--- src/common/rf_ctrl_consts.svh ---
// Register offsets, field positions, reset values and codes of the RF control block.
// Included by the design files and the testbench; definitions only.
`ifndef RF_CTRL_CONSTS_SVH
`define RF_CTRL_CONSTS_SVH
`define OFS_RX_MODE_CONFIG      8'h13
`define OFS_TX_DRIVER_CONTROL   8'h14
`define OFS_TX_MODULATION_DEPTH 8'h15
`define OFS_TX_SOURCE_SELECT    8'h16
`define OFS_COMMAND_REGISTER    8'h01
`define OFS_RX_STATUS           8'h20
`define RST_RX_MODE_CONFIG      8'h00
`define RST_TX_DRIVER_CONTROL   8'h80
`define RST_TX_MODULATION_DEPTH 8'h00
`define RST_TX_SOURCE_SELECT    8'h10
`define RST_COMMAND_REGISTER    8'h00
`define MASK_RX_MODE_CONFIG     8'hfc
`define MASK_TX_DRIVER_CONTROL  8'hfb
`define MASK_TX_MODULATION_DEPTH 8'h40
`define MASK_TX_SOURCE_SELECT   8'h3f
`define MASK_COMMAND_REGISTER   8'h0f
`define BIT_MULTI_FRAME         2
`define BIT_DRV2_INV_ON         7
`define BIT_DRV1_INV_ON         6
`define BIT_DRV2_INV_OFF        5
`define BIT_DRV1_INV_OFF        4
`define BIT_DRV2_CW             3
`define BIT_DRV2_EN             1
`define BIT_DRV1_EN             0
`define BIT_FORCED_FULL_MOD     6
`define BIT_CRC_FLAG            6
`define CMD_RECEIVE             4'h8
`define CMD_TRANSCEIVE          4'hc
`define CMD_IDLE                4'h0
`endif

--- src/common/rf_ctrl_pkg.sv ---
// Types shared by the RF control block.
// Assumes nothing beyond a SystemVerilog compiler.
package rf_ctrl_pkg;
  typedef enum logic [1:0] {
    DRV_TRISTATE,
    DRV_MILLER,
    DRV_AUX_IN,
    DRV_HIGH
  } driver_source_t;
  typedef enum logic [3:0] {
    AUX_TRISTATE  = 4'h0,
    AUX_LOW       = 4'h1,
    AUX_HIGH      = 4'h2,
    AUX_TEST_BIT  = 4'h3,
    AUX_MILLER    = 4'h4,
    AUX_TX_BITS   = 4'h5,
    AUX_RESERVED6 = 4'h6,
    AUX_RX_BITS   = 4'h7
  } aux_output_source_t;
  typedef enum logic [1:0] {
    RX_OFF,
    RX_ACTIVE,
    RX_APPEND
  } rx_state_t;
endpackage

--- src/common/drv_cfg_if.sv ---
// Carries the settings of one antenna driver from the top to its output stage.
// Assumes one clock domain; all signals are levels.
interface drv_cfg_if;
  logic enable;
  logic invert_on;
  logic invert_off;
  logic continuous_wave;
  modport ctrl (output enable, output invert_on, output invert_off, output continuous_wave);
  modport stage (input enable, input invert_on, input invert_off, input continuous_wave);
endinterface

--- src/core/rf_driver_stage.sv ---
// Output stage of one antenna driver: source, enable, inversion, continuous carrier.
// Assumes the carrier and envelope inputs are on clk_i; output comes from a flip-flop.
`include "rf_ctrl_consts.svh"
module rf_driver_stage (
  // Clock and reset
  input  wire logic                     clk_i,
  input  wire logic                     rst_b_i,
  input  wire logic                     ce_i,
  // Settings
  drv_cfg_if.stage                      cfg,
  input  wire rf_ctrl_pkg::driver_source_t src_i,
  input  wire logic                     power_down_i,
  input  wire logic                     forced_full_i,
  // Signals
  input  wire logic                     carrier_i,
  input  wire logic                     miller_env_i,
  input  wire logic                     aux_env_i,
  // Pin
  output logic                          pin_o,
  output logic                          pin_oe_o
);
  // Envelope picked by the source field; high means carrier on
  logic env;
  logic modulated;
  logic level;
  logic next_oe;
  assign env = (src_i == rf_ctrl_pkg::DRV_MILLER) ? miller_env_i :
               (src_i == rf_ctrl_pkg::DRV_AUX_IN) ? aux_env_i : 1'b1;
  // Full-depth keying gates the carrier off entirely during a pause
  assign modulated = cfg.continuous_wave ? carrier_i :
                     (forced_full_i ? (carrier_i & env) : (carrier_i & env));
  // Constant-high source gives a steady level that the invert bits shape
  assign level = cfg.enable ?
                 (((src_i == rf_ctrl_pkg::DRV_HIGH) ? 1'b1 : modulated) ^ cfg.invert_on) :
                 cfg.invert_off;
  // Tri-state only for source 00; power-down alone keeps the driver active
  assign next_oe = (src_i != rf_ctrl_pkg::DRV_TRISTATE);

  // Registered pin drive
  always_ff @(posedge clk_i or negedge rst_b_i) begin
    if (!rst_b_i) begin
      pin_o    <= 1'b0;
      pin_oe_o <= 1'b0;
    end else if (ce_i) begin
      pin_o    <= level;
      pin_oe_o <= next_oe;
    end
  end
  logic unused_pd;
  assign unused_pd = power_down_i;
endmodule // rf_driver_stage

--- src/core/rf_driver_and_rx_frame_control.sv ---
// Antenna driver control and multi-frame receive control with a Wishbone slave.
// Assumes a classic Wishbone master on clk_i; aux pin input is asynchronous.
//
// Overview of operation
// - Without multi-frame bit, receiver goes off after one complete frame.
// - With multi-frame set, Receive and Transceive do not end on frame end.
// - Multi-frame ends only on a non-Receive command or bit clear.
// - Multi-frame appends one error-register copy byte after each data stream.
// - Revision two puts CRC-good in that byte; revision one CRC-fail.
// - Invert-when-on bits invert each enabled driver's output.
// - Invert-when-off bits invert each disabled driver's level.
// - Continuous-wave bit gives unmodulated carrier on driver two.
// - With continuous-wave clear, driver two is modulated like driver one.
// - Enable bits make each driver carry the modulated carrier.
// - Forced full modulation applies 100 % keying regardless of conductance.
// - Driver source selects tri-state, Miller, aux input, or constant high.
// - Soft power-down tri-states drivers only with driver source 00.
// - Constant-high source level follows the invert bits.
// - Source select resets to 10h: Miller drive, aux output tri-stated.
// - Aux output source picks tri-state, low, high, test, Miller, tx, rx.
//
// Local design decision: the Wishbone register port.
`include "rf_ctrl_consts.svh"
module rf_driver_and_rx_frame_control #(
  parameter bit DEVICE_REV2 = 1'b1
) (
  // Clock, reset, enable
  input  wire logic       clk_i,
  input  wire logic       rst_b_i,
  input  wire logic       ce_i,
  // Wishbone slave
  input  wire logic       wb_cyc_i,
  input  wire logic       wb_stb_i,
  input  wire logic       wb_we_i,
  input  wire logic [7:0] wb_adr_i,
  input  wire logic [3:0] wb_sel_i,
  input  wire logic [31:0] wb_dat_i,
  output logic [31:0]     wb_dat_o,
  output logic            wb_ack_o,
  // Transmit side signals
  input  wire logic       carrier_i,
  input  wire logic       miller_env_i,
  input  wire logic       tx_bits_i,
  input  wire logic       test_bus_bit_i,
  input  wire logic       power_down_i,
  // Receive side signals
  input  wire logic       rx_bits_i,
  input  wire logic       frame_done_i,
  input  wire logic [7:0] error_register_i,
  input  wire logic       crc_good_flag_i,
  // FIFO push of the appended error byte, receiver enable and command terminate
  output logic            fifo_push_o,
  output logic [7:0]      fifo_data_o,
  output logic            rx_enable_o,
  output logic            cmd_terminate_o,
  // Aux envelope pins
  input  wire logic       aux_envelope_in_i,
  output logic            aux_envelope_out_o,
  output logic            aux_envelope_out_oe_o,
  // Antenna driver pins
  output logic            driver_pin_1_o,
  output logic            driver_pin_1_oe_o,
  output logic            driver_pin_2_o,
  output logic            driver_pin_2_oe_o
);
  // Registers
  logic [7:0] rx_mode_config;
  logic [7:0] tx_driver_control;
  logic [7:0] tx_modulation_depth;
  logic [7:0] tx_source_select;
  logic [7:0] command_register;
  rf_ctrl_pkg::rx_state_t rx_state;
  rf_ctrl_pkg::rx_state_t next_rx_state;

  // Bus decode
  logic       req;
  logic       wr;
  logic       wr_lane0;
  logic       hit_rx;
  logic       hit_tx;
  logic       hit_ask;
  logic       hit_sel;
  logic       hit_cmd;
  logic       hit_stat;
  logic [7:0] rd_byte;
  assign req      = wb_cyc_i & wb_stb_i & ~wb_ack_o;
  assign wr       = req & wb_we_i;
  assign wr_lane0 = wr & wb_sel_i[0];
  assign hit_rx   = (wb_adr_i == {`OFS_RX_MODE_CONFIG} << 2);
  assign hit_tx   = (wb_adr_i == {`OFS_TX_DRIVER_CONTROL} << 2);
  assign hit_ask  = (wb_adr_i == {`OFS_TX_MODULATION_DEPTH} << 2);
  assign hit_sel  = (wb_adr_i == {`OFS_TX_SOURCE_SELECT} << 2);
  assign hit_cmd  = (wb_adr_i == {`OFS_COMMAND_REGISTER} << 2);
  assign hit_stat = (wb_adr_i == {`OFS_RX_STATUS} << 2);
  // Read mux; unmapped addresses read zero
  assign rd_byte = hit_rx   ? rx_mode_config :
                   hit_tx   ? tx_driver_control :
                   hit_ask  ? tx_modulation_depth :
                   hit_sel  ? tx_source_select :
                   hit_cmd  ? command_register :
                   hit_stat ? {6'h00, (rx_state == rf_ctrl_pkg::RX_APPEND), rx_enable_o} :
                   8'h00;

  // Acknowledge each request one cycle later, data registered
  always_ff @(posedge clk_i or negedge rst_b_i) begin
    if (!rst_b_i) begin
      wb_ack_o <= 1'b0;
      wb_dat_o <= 32'h0000_0000;
    end else if (ce_i) begin
      wb_ack_o <= req;
      wb_dat_o <= {24'h00_0000, rd_byte};
    end
  end

  // Control registers; reserved bits masked on write
  always_ff @(posedge clk_i or negedge rst_b_i) begin
    if (!rst_b_i) begin
      rx_mode_config      <= `RST_RX_MODE_CONFIG;
      tx_driver_control   <= `RST_TX_DRIVER_CONTROL;
      tx_modulation_depth <= `RST_TX_MODULATION_DEPTH;
      tx_source_select    <= `RST_TX_SOURCE_SELECT;
      command_register    <= `RST_COMMAND_REGISTER;
    end else if (ce_i) begin
      if (wr_lane0 && hit_rx) begin
        rx_mode_config <= wb_dat_i[7:0] & `MASK_RX_MODE_CONFIG;
      end
      if (wr_lane0 && hit_tx) begin
        tx_driver_control <= wb_dat_i[7:0] & `MASK_TX_DRIVER_CONTROL;
      end
      if (wr_lane0 && hit_ask) begin
        tx_modulation_depth <= wb_dat_i[7:0] & `MASK_TX_MODULATION_DEPTH;
      end
      if (wr_lane0 && hit_sel) begin
        tx_source_select <= wb_dat_i[7:0] & `MASK_TX_SOURCE_SELECT;
      end
      if (wr_lane0 && hit_cmd) begin
        command_register <= wb_dat_i[7:0] & `MASK_COMMAND_REGISTER;
      end else if (cmd_terminate_o) begin
        command_register <= {4'h0, `CMD_IDLE};
      end
    end
  end

  // Receive frame control
  logic multi_frame_receive;
  logic rx_cmd;
  logic cmd_write;
  logic new_cmd_stops;
  logic [7:0] err_byte;
  assign multi_frame_receive = rx_mode_config[`BIT_MULTI_FRAME];
  assign rx_cmd = (command_register[3:0] == `CMD_RECEIVE) ||
                  (command_register[3:0] == `CMD_TRANSCEIVE);
  assign cmd_write = wr_lane0 & hit_cmd;
  assign new_cmd_stops = cmd_write && (wb_dat_i[3:0] != `CMD_RECEIVE);
  // Error copy; bit 6 carries CRC good on rev two, CRC fail on rev one
  assign err_byte = {error_register_i[7],
                     DEVICE_REV2 ? crc_good_flag_i : ~crc_good_flag_i,
                     error_register_i[5:0]};

  // Next receive state
  always_comb begin
    next_rx_state = rx_state;
    case (rx_state)
      rf_ctrl_pkg::RX_OFF: begin
        if (rx_cmd && !cmd_write) begin
          next_rx_state = rf_ctrl_pkg::RX_ACTIVE;
        end
      end
      rf_ctrl_pkg::RX_ACTIVE: begin
        if (new_cmd_stops) begin
          next_rx_state = rf_ctrl_pkg::RX_OFF;
        end else if (frame_done_i) begin
          next_rx_state = multi_frame_receive ? rf_ctrl_pkg::RX_APPEND :
                          rf_ctrl_pkg::RX_OFF;
        end
      end
      rf_ctrl_pkg::RX_APPEND: begin
        next_rx_state = new_cmd_stops ? rf_ctrl_pkg::RX_OFF : rf_ctrl_pkg::RX_ACTIVE;
      end
      default: begin
        next_rx_state = rf_ctrl_pkg::RX_OFF;
      end
    endcase
    if (!multi_frame_receive && rx_state == rf_ctrl_pkg::RX_APPEND) begin
      next_rx_state = rf_ctrl_pkg::RX_OFF;
    end
  end

  // Terminate pulse when a single frame completes
  assign cmd_terminate_o = (rx_state == rf_ctrl_pkg::RX_ACTIVE) && frame_done_i &&
                           !multi_frame_receive && !new_cmd_stops;

  // Receive state and appended byte
  always_ff @(posedge clk_i or negedge rst_b_i) begin
    if (!rst_b_i) begin
      rx_state    <= rf_ctrl_pkg::RX_OFF;
      rx_enable_o <= 1'b0;
      fifo_push_o <= 1'b0;
      fifo_data_o <= 8'h00;
    end else if (ce_i) begin
      rx_state    <= next_rx_state;
      rx_enable_o <= (next_rx_state != rf_ctrl_pkg::RX_OFF);
      fifo_push_o <= (rx_state == rf_ctrl_pkg::RX_ACTIVE) && frame_done_i &&
                     multi_frame_receive && !new_cmd_stops;
      fifo_data_o <= err_byte;
    end
  end

  // Aux input synchroniser: three stages, change taken when two and three agree
  logic [2:0] aux_sync;
  logic       aux_in_clean;
  always_ff @(posedge clk_i or negedge rst_b_i) begin
    if (!rst_b_i) begin
      aux_sync     <= 3'b000;
      aux_in_clean <= 1'b0;
    end else if (ce_i) begin
      aux_sync <= {aux_sync[1:0], aux_envelope_in_i};
      if (aux_sync[1] == aux_sync[2]) begin
        aux_in_clean <= aux_sync[2];
      end
    end
  end

  // Aux output source selection
  rf_ctrl_pkg::aux_output_source_t aux_sel;
  logic aux_level;
  logic aux_drive;
  assign aux_sel   = rf_ctrl_pkg::aux_output_source_t'(tx_source_select[3:0]);
  assign aux_level = (aux_sel == rf_ctrl_pkg::AUX_HIGH)     ? 1'b1 :
                     (aux_sel == rf_ctrl_pkg::AUX_TEST_BIT) ? test_bus_bit_i :
                     (aux_sel == rf_ctrl_pkg::AUX_MILLER)   ? miller_env_i :
                     (aux_sel == rf_ctrl_pkg::AUX_TX_BITS)  ? tx_bits_i :
                     (aux_sel == rf_ctrl_pkg::AUX_RX_BITS)  ? rx_bits_i : 1'b0;
  // Tri-state and reserved codes leave the pin undriven
  assign aux_drive = (aux_sel != rf_ctrl_pkg::AUX_TRISTATE) &&
                     (aux_sel != rf_ctrl_pkg::AUX_RESERVED6) &&
                     (tx_source_select[3] == 1'b0);

  // Registered aux pin
  always_ff @(posedge clk_i or negedge rst_b_i) begin
    if (!rst_b_i) begin
      aux_envelope_out_o    <= 1'b0;
      aux_envelope_out_oe_o <= 1'b0;
    end else if (ce_i) begin
      aux_envelope_out_o    <= aux_level;
      aux_envelope_out_oe_o <= aux_drive;
    end
  end

  // Driver settings
  drv_cfg_if drv1_cfg ();
  drv_cfg_if drv2_cfg ();
  rf_ctrl_pkg::driver_source_t driver_source;
  logic forced_full_modulation;
  assign driver_source           = rf_ctrl_pkg::driver_source_t'(tx_source_select[5:4]);
  assign forced_full_modulation  = tx_modulation_depth[`BIT_FORCED_FULL_MOD];
  assign drv1_cfg.enable          = tx_driver_control[`BIT_DRV1_EN];
  assign drv1_cfg.invert_on       = tx_driver_control[`BIT_DRV1_INV_ON];
  assign drv1_cfg.invert_off      = tx_driver_control[`BIT_DRV1_INV_OFF];
  assign drv1_cfg.continuous_wave = 1'b0;
  assign drv2_cfg.enable          = tx_driver_control[`BIT_DRV2_EN];
  assign drv2_cfg.invert_on       = tx_driver_control[`BIT_DRV2_INV_ON];
  assign drv2_cfg.invert_off      = tx_driver_control[`BIT_DRV2_INV_OFF];
  assign drv2_cfg.continuous_wave = tx_driver_control[`BIT_DRV2_CW];

  // First driver
  rf_driver_stage u_drv1 (
    .clk_i         (clk_i),
    .rst_b_i       (rst_b_i),
    .ce_i          (ce_i),
    .cfg           (drv1_cfg),
    .src_i         (driver_source),
    .power_down_i  (power_down_i),
    .forced_full_i (forced_full_modulation),
    .carrier_i     (carrier_i),
    .miller_env_i  (miller_env_i),
    .aux_env_i     (aux_in_clean),
    .pin_o         (driver_pin_1_o),
    .pin_oe_o      (driver_pin_1_oe_o)
  );

  // Second driver
  rf_driver_stage u_drv2 (
    .clk_i         (clk_i),
    .rst_b_i       (rst_b_i),
    .ce_i          (ce_i),
    .cfg           (drv2_cfg),
    .src_i         (driver_source),
    .power_down_i  (power_down_i),
    .forced_full_i (forced_full_modulation),
    .carrier_i     (carrier_i),
    .miller_env_i  (miller_env_i),
    .aux_env_i     (aux_in_clean),
    .pin_o         (driver_pin_2_o),
    .pin_oe_o      (driver_pin_2_oe_o)
  );
endmodule // rf_driver_and_rx_frame_control

--- config.mk ---
export PLATFORM = sky130hd
export DESIGN_NAME = rf_driver_and_rx_frame_control
export DESIGN_NICKNAME = d
export VERILOG_FILES = /design/src/common/rf_ctrl_pkg.sv /design/src/common/drv_cfg_if.sv /design/src/core/rf_driver_stage.sv /design/src/core/rf_driver_and_rx_frame_control.sv
export VERILOG_INCLUDE_DIRS = /design/src /design/src/common
export SDC_FILE = /design/constraint.sdc
export NUM_CORES = 1
export LEC_CHECK = 0
export BUFFER_PORTS_ARGS = -buffer_cell sky130_fd_sc_hd__clkbuf_2
export CAP_MARGIN = 20
export CORE_ASPECT_RATIO = 1.5
export CORE_MARGIN = 10
export CORE_UTILIZATION = 40
export CTS_CLUSTER_DIAMETER = 60
export DETAILED_ROUTE_END_ITERATION = 7
export GPL_TIMING_DRIVEN = 0
export PLACE_DENSITY = 0.66
export SYNTH_ARGS = -nofsm -noshare
export SYNTH_HDL_FRONTEND = slang
export SYNTH_SLANG_ARGS = --single-unit
export TNS_END_PERCENT = 5
--- constraint.sdc ---
create_clock -name clk_i -period 3.19 [get_ports clk_i]
set_clock_uncertainty 0.1 [all_clocks]
set_input_delay 0.638 -clock clk_i [delete_from_list [all_inputs] [get_ports clk_i]]
set_output_delay 0.638 -clock clk_i [all_outputs]
set_load 0.02 [all_outputs]
==> reports/qor.json <==
{
  "critical_path": {
    "rrSetupSlack_ns": 1.23,
    "crit_path_end_kind": "primary output",
    "crit_chain": "clkbuf_2, buf_2, nor2b_2, nand3_1, nor3b_2, nor3_1, clkbuf_2",
    "critical-path-top-cell-by-count": "clkbuf_2",
    "reg2reg_to": "tx_driver_control[3]$_DFFE_PN0P_",
    "critPathRequiredTime_ns": 2.45,
    "path_class": "in -> out",
    "r2r-start": "wb_ack_o$_DFFE_PN0P_",
    "rr_worst_depth": 6,
    "worst_path_largest_cell_delay_ns": 0.26,
    "critPathSlowestCell": "nor2b_2",
    "critical_path_peak_fanout": 10,
    "arrival_ns": 1.87,
    "worst_setup_path_start_kind": "primary input"
  },
  "logic_synthesis": {
    "postSynthRegisterBits": 54,
    "synthesis.instances": 260,
    "library_cell_with_the_largest_summed_area_after_synthesis": "dfrtp_1",
    "synthTopCellsByCount": "dfrtp_1 (52), buf_4 (26), mux2_2 (20), nand2_1 (17), o21ai_0 (17)",
    "number_of_synthesized_flops_with_an_enable_pin": 0,
    "synth_ff_type": "dfrtp_1",
    "synth_most_common_cell": "dfrtp_1",
    "postSynthAreaPerCell_um2": 10.9,
    "yosys_warnings": 0,
    "synthDominantCellAreaShare": 0.460,
    "syn_area_um2": 2830,
    "yosysSeqAreaShare": 0.478,
    "synthArstFlopShare": 1.00,
    "synth.lib_cells_used.distinct": 55,
    "ys_top_cells_by_area": "dfrtp_1 (46%), mux2_2 (8.0%), buf_4 (6.9%)"
  },
  "final_layout": {
    "finalNetCount": 420,
    "insertedDiodeCount": 0,
    "area_growth_pct": 21.4,
    "final-instance-count-excl-fill": 432,
    "drive_above_1_share": 0.373,
    "post-route-util": 0.498
  },
  "grt": {
    "grt_use_total": 0.136,
    "antenna_found_initial": 0,
    "grt_pass1_wl_um": 11700,
    "grt_pass1_vias": 2399,
    "gr-total-overflow": 0,
    "grt_max_degree": 29
  },
  "floorplanning": {
    "core_region_area_um2": 6900,
    "design.portCount": 117,
    "die_w_um": 88.7,
    "starting_density_of_the_core": 0.410,
    "std_cell_rows": 37,
    "die_h_um": 123,
    "fp.dieArea_um2": 10900
  },
  "power_and_ir_drop": {
    "power.density_nw_per_um2": 392,
    "peak_vdd_ir_v": 0.000266,
    "cellLeakagePower_nw": 1.71
  },
  "timing": {
    "grt_setup_unrepaired": "no",
    "max_freq_ghz": 0.383,
    "period_minus_slack_ns": 2.61,
    "fin_worst_hold_slack_ns": 0.271,
    "maxSlewHeadroom": 0.509,
    "setup_viol": 0,
    "fin_setup_tns_ns": 0,
    "hold_violations": 0,
    "timing.final.crit_share": 0.818,
    "tightest_slew_ns": 0.737,
    "timing.final.max_slew_violations": 0
  },
  "drt": {
    "drtIter0Drc": 129,
    "drt_first_pass_iters": 4,
    "avgViaCountPerCell": 5.20,
    "ant_nets": 0,
    "wl_per_cell_um": 16.8,
    "wl_um": 7250,
    "route.detailed.drc": 0,
    "routed-via-count": 2247
  },
  "clock_network": {
    "clock-root-buffer": "clkbuf_8",
    "post_cts_hold_buffer_count": 0,
    "clkSinkCount": 54,
    "cts_buffers": 5,
    "cts-resized-gates": 0,
    "tritoncts": "done",
    "htree_num_levels": 2,
    "clkSlewWorstSetupHoldPaths_ns": 0.10,
    "latest_clock_arrival_within_the_worst_skew_pair_ns": 0.31,
    "post-cts-setup-buffer-count": 0,
    "ctsLongestPathBuffers": 2
  },
  "placed_design": {
    "hpwlAfterDp_um": 5790,
    "io_buffer_count": 62,
    "routabilityCongestion": 0.790,
    "inst_count_dp": 424
  },
  "hold_path": {
    "timing.hold.worst.class": "in -> async"
  },
  "status": {
    "run_status": "finished clean"
  },
  "run": {
    "cap_violations": 0
  }
}
==> stage by stage <==
step | total power (W) | worst slack, ns | cell area, um2
floorplan | 0.000877 | 0.837 | 2920
global placement | 0.000960 | 0.585 | 3320
detailed placement | 0.000969 | 0.565 | 3340
CTS | 0.00136 | 0.566 | 3430
global route | 0.00141 | 0.477 | 3430
finish | 0.00135 | 0.580 | 3430
==> placed cells by master (no fill, tap or decap), drive strengths merged, types with 3 or more instances in the layout <==
master / count
conb: 24
nand2: 18
dfrtp: 52
a21oi: 15
buf: 31
a31oi: 4
o22ai: 3
nand2b: 3
inv: 6
mux2: 33
o21ai: 17
nand3b: 3
nor2: 13
clkbuf: 73
nor3: 6
nand3: 5
a21o: 4
nand4: 3
nor3b: 3
==> final cells by class <==
| class | count | area, um2 |
|---|---|---|
| clock inverters | 2 | 17.5 |
| repair buffers | 63 | 330 |
| flip-flops and latches | 54 | 1350 |
| well taps | 78 | 97.6 |
| fillers | 658 | 3460 |
| clock buffers | 6 | 72.6 |
| plain buffers | 35 | 233 |
| inverters | 5 | 18.8 |
| multi-input cells | 189 | 1310 |
==> sequential cells by signal (all words and copies together) (netlist names), 2 cells and up <==
name / cells
wb_dat_o: 8
tx_driver_control: 7
rx_mode_config: 6
command_register: 4
aux_sync: 3
fifo_data_o: 8
rx_state: 2
tx_source_select: 6
==> worst max path at each step <==
stage | start | endpoint | slack, ns
after CTS | wb_adr_i[3] | cmd_terminate_o | 0.57
final | wb_adr_i[3] | cmd_terminate_o | 0.58
after global routing | wb_adr_i[3] | cmd_terminate_o | 0.48
after detailed placement | wb_adr_i[3] | cmd_terminate_o | 0.57
after global placement | wb_adr_i[3] | cmd_terminate_o | 0.58
after floorplan | wb_cyc_i | cmd_terminate_o | 0.84
==> layer usage <==
metal / up-vias / track usage / wire length, um
met4: 0 / 0.0578 / 151
met1: 1071 / 0.151 / 2890
met5: - / 0 / 0
li1: 1078 / - / -
met3: 11 / 0.0395 / 605
met2: 87 / 0.234 / 3610
==> report_power, final <==
group | switching, W | total [W] | internal [W]
Clock | 0.000231 | 0.000391 | 0.000160
Combinational | 0.000137 | 0.000223 | 0.0000866
Sequential | 0.0000180 | 0.000732 | 0.000714
Total | 0.000386 | 0.00135 | 0.000960
==> kinds of logic (layout without fill, tap and decap cells) <==
group / count (synthesis) / count (layout) / share of synthesized area
simple gates: 71 / 71 / 0.163
compound gates: 57 / 57 / 0.124
flops: 54 / 54 / 0.478
buf+inv: 40 / 111 / 0.0889
mux: 35 / 35 / 0.138
xor+xnor: 2 / 2 / 0.00619
other cells: 1 / 24 / 0.00132
==> critical path: cells and delay by family <==
kind / cells / cell delay (ns)
buffers and inverters: 3 / 0.48
and+or+nand+nor: 4 / 0.76
No activity file was read; power rests on OpenSTA's default activity.
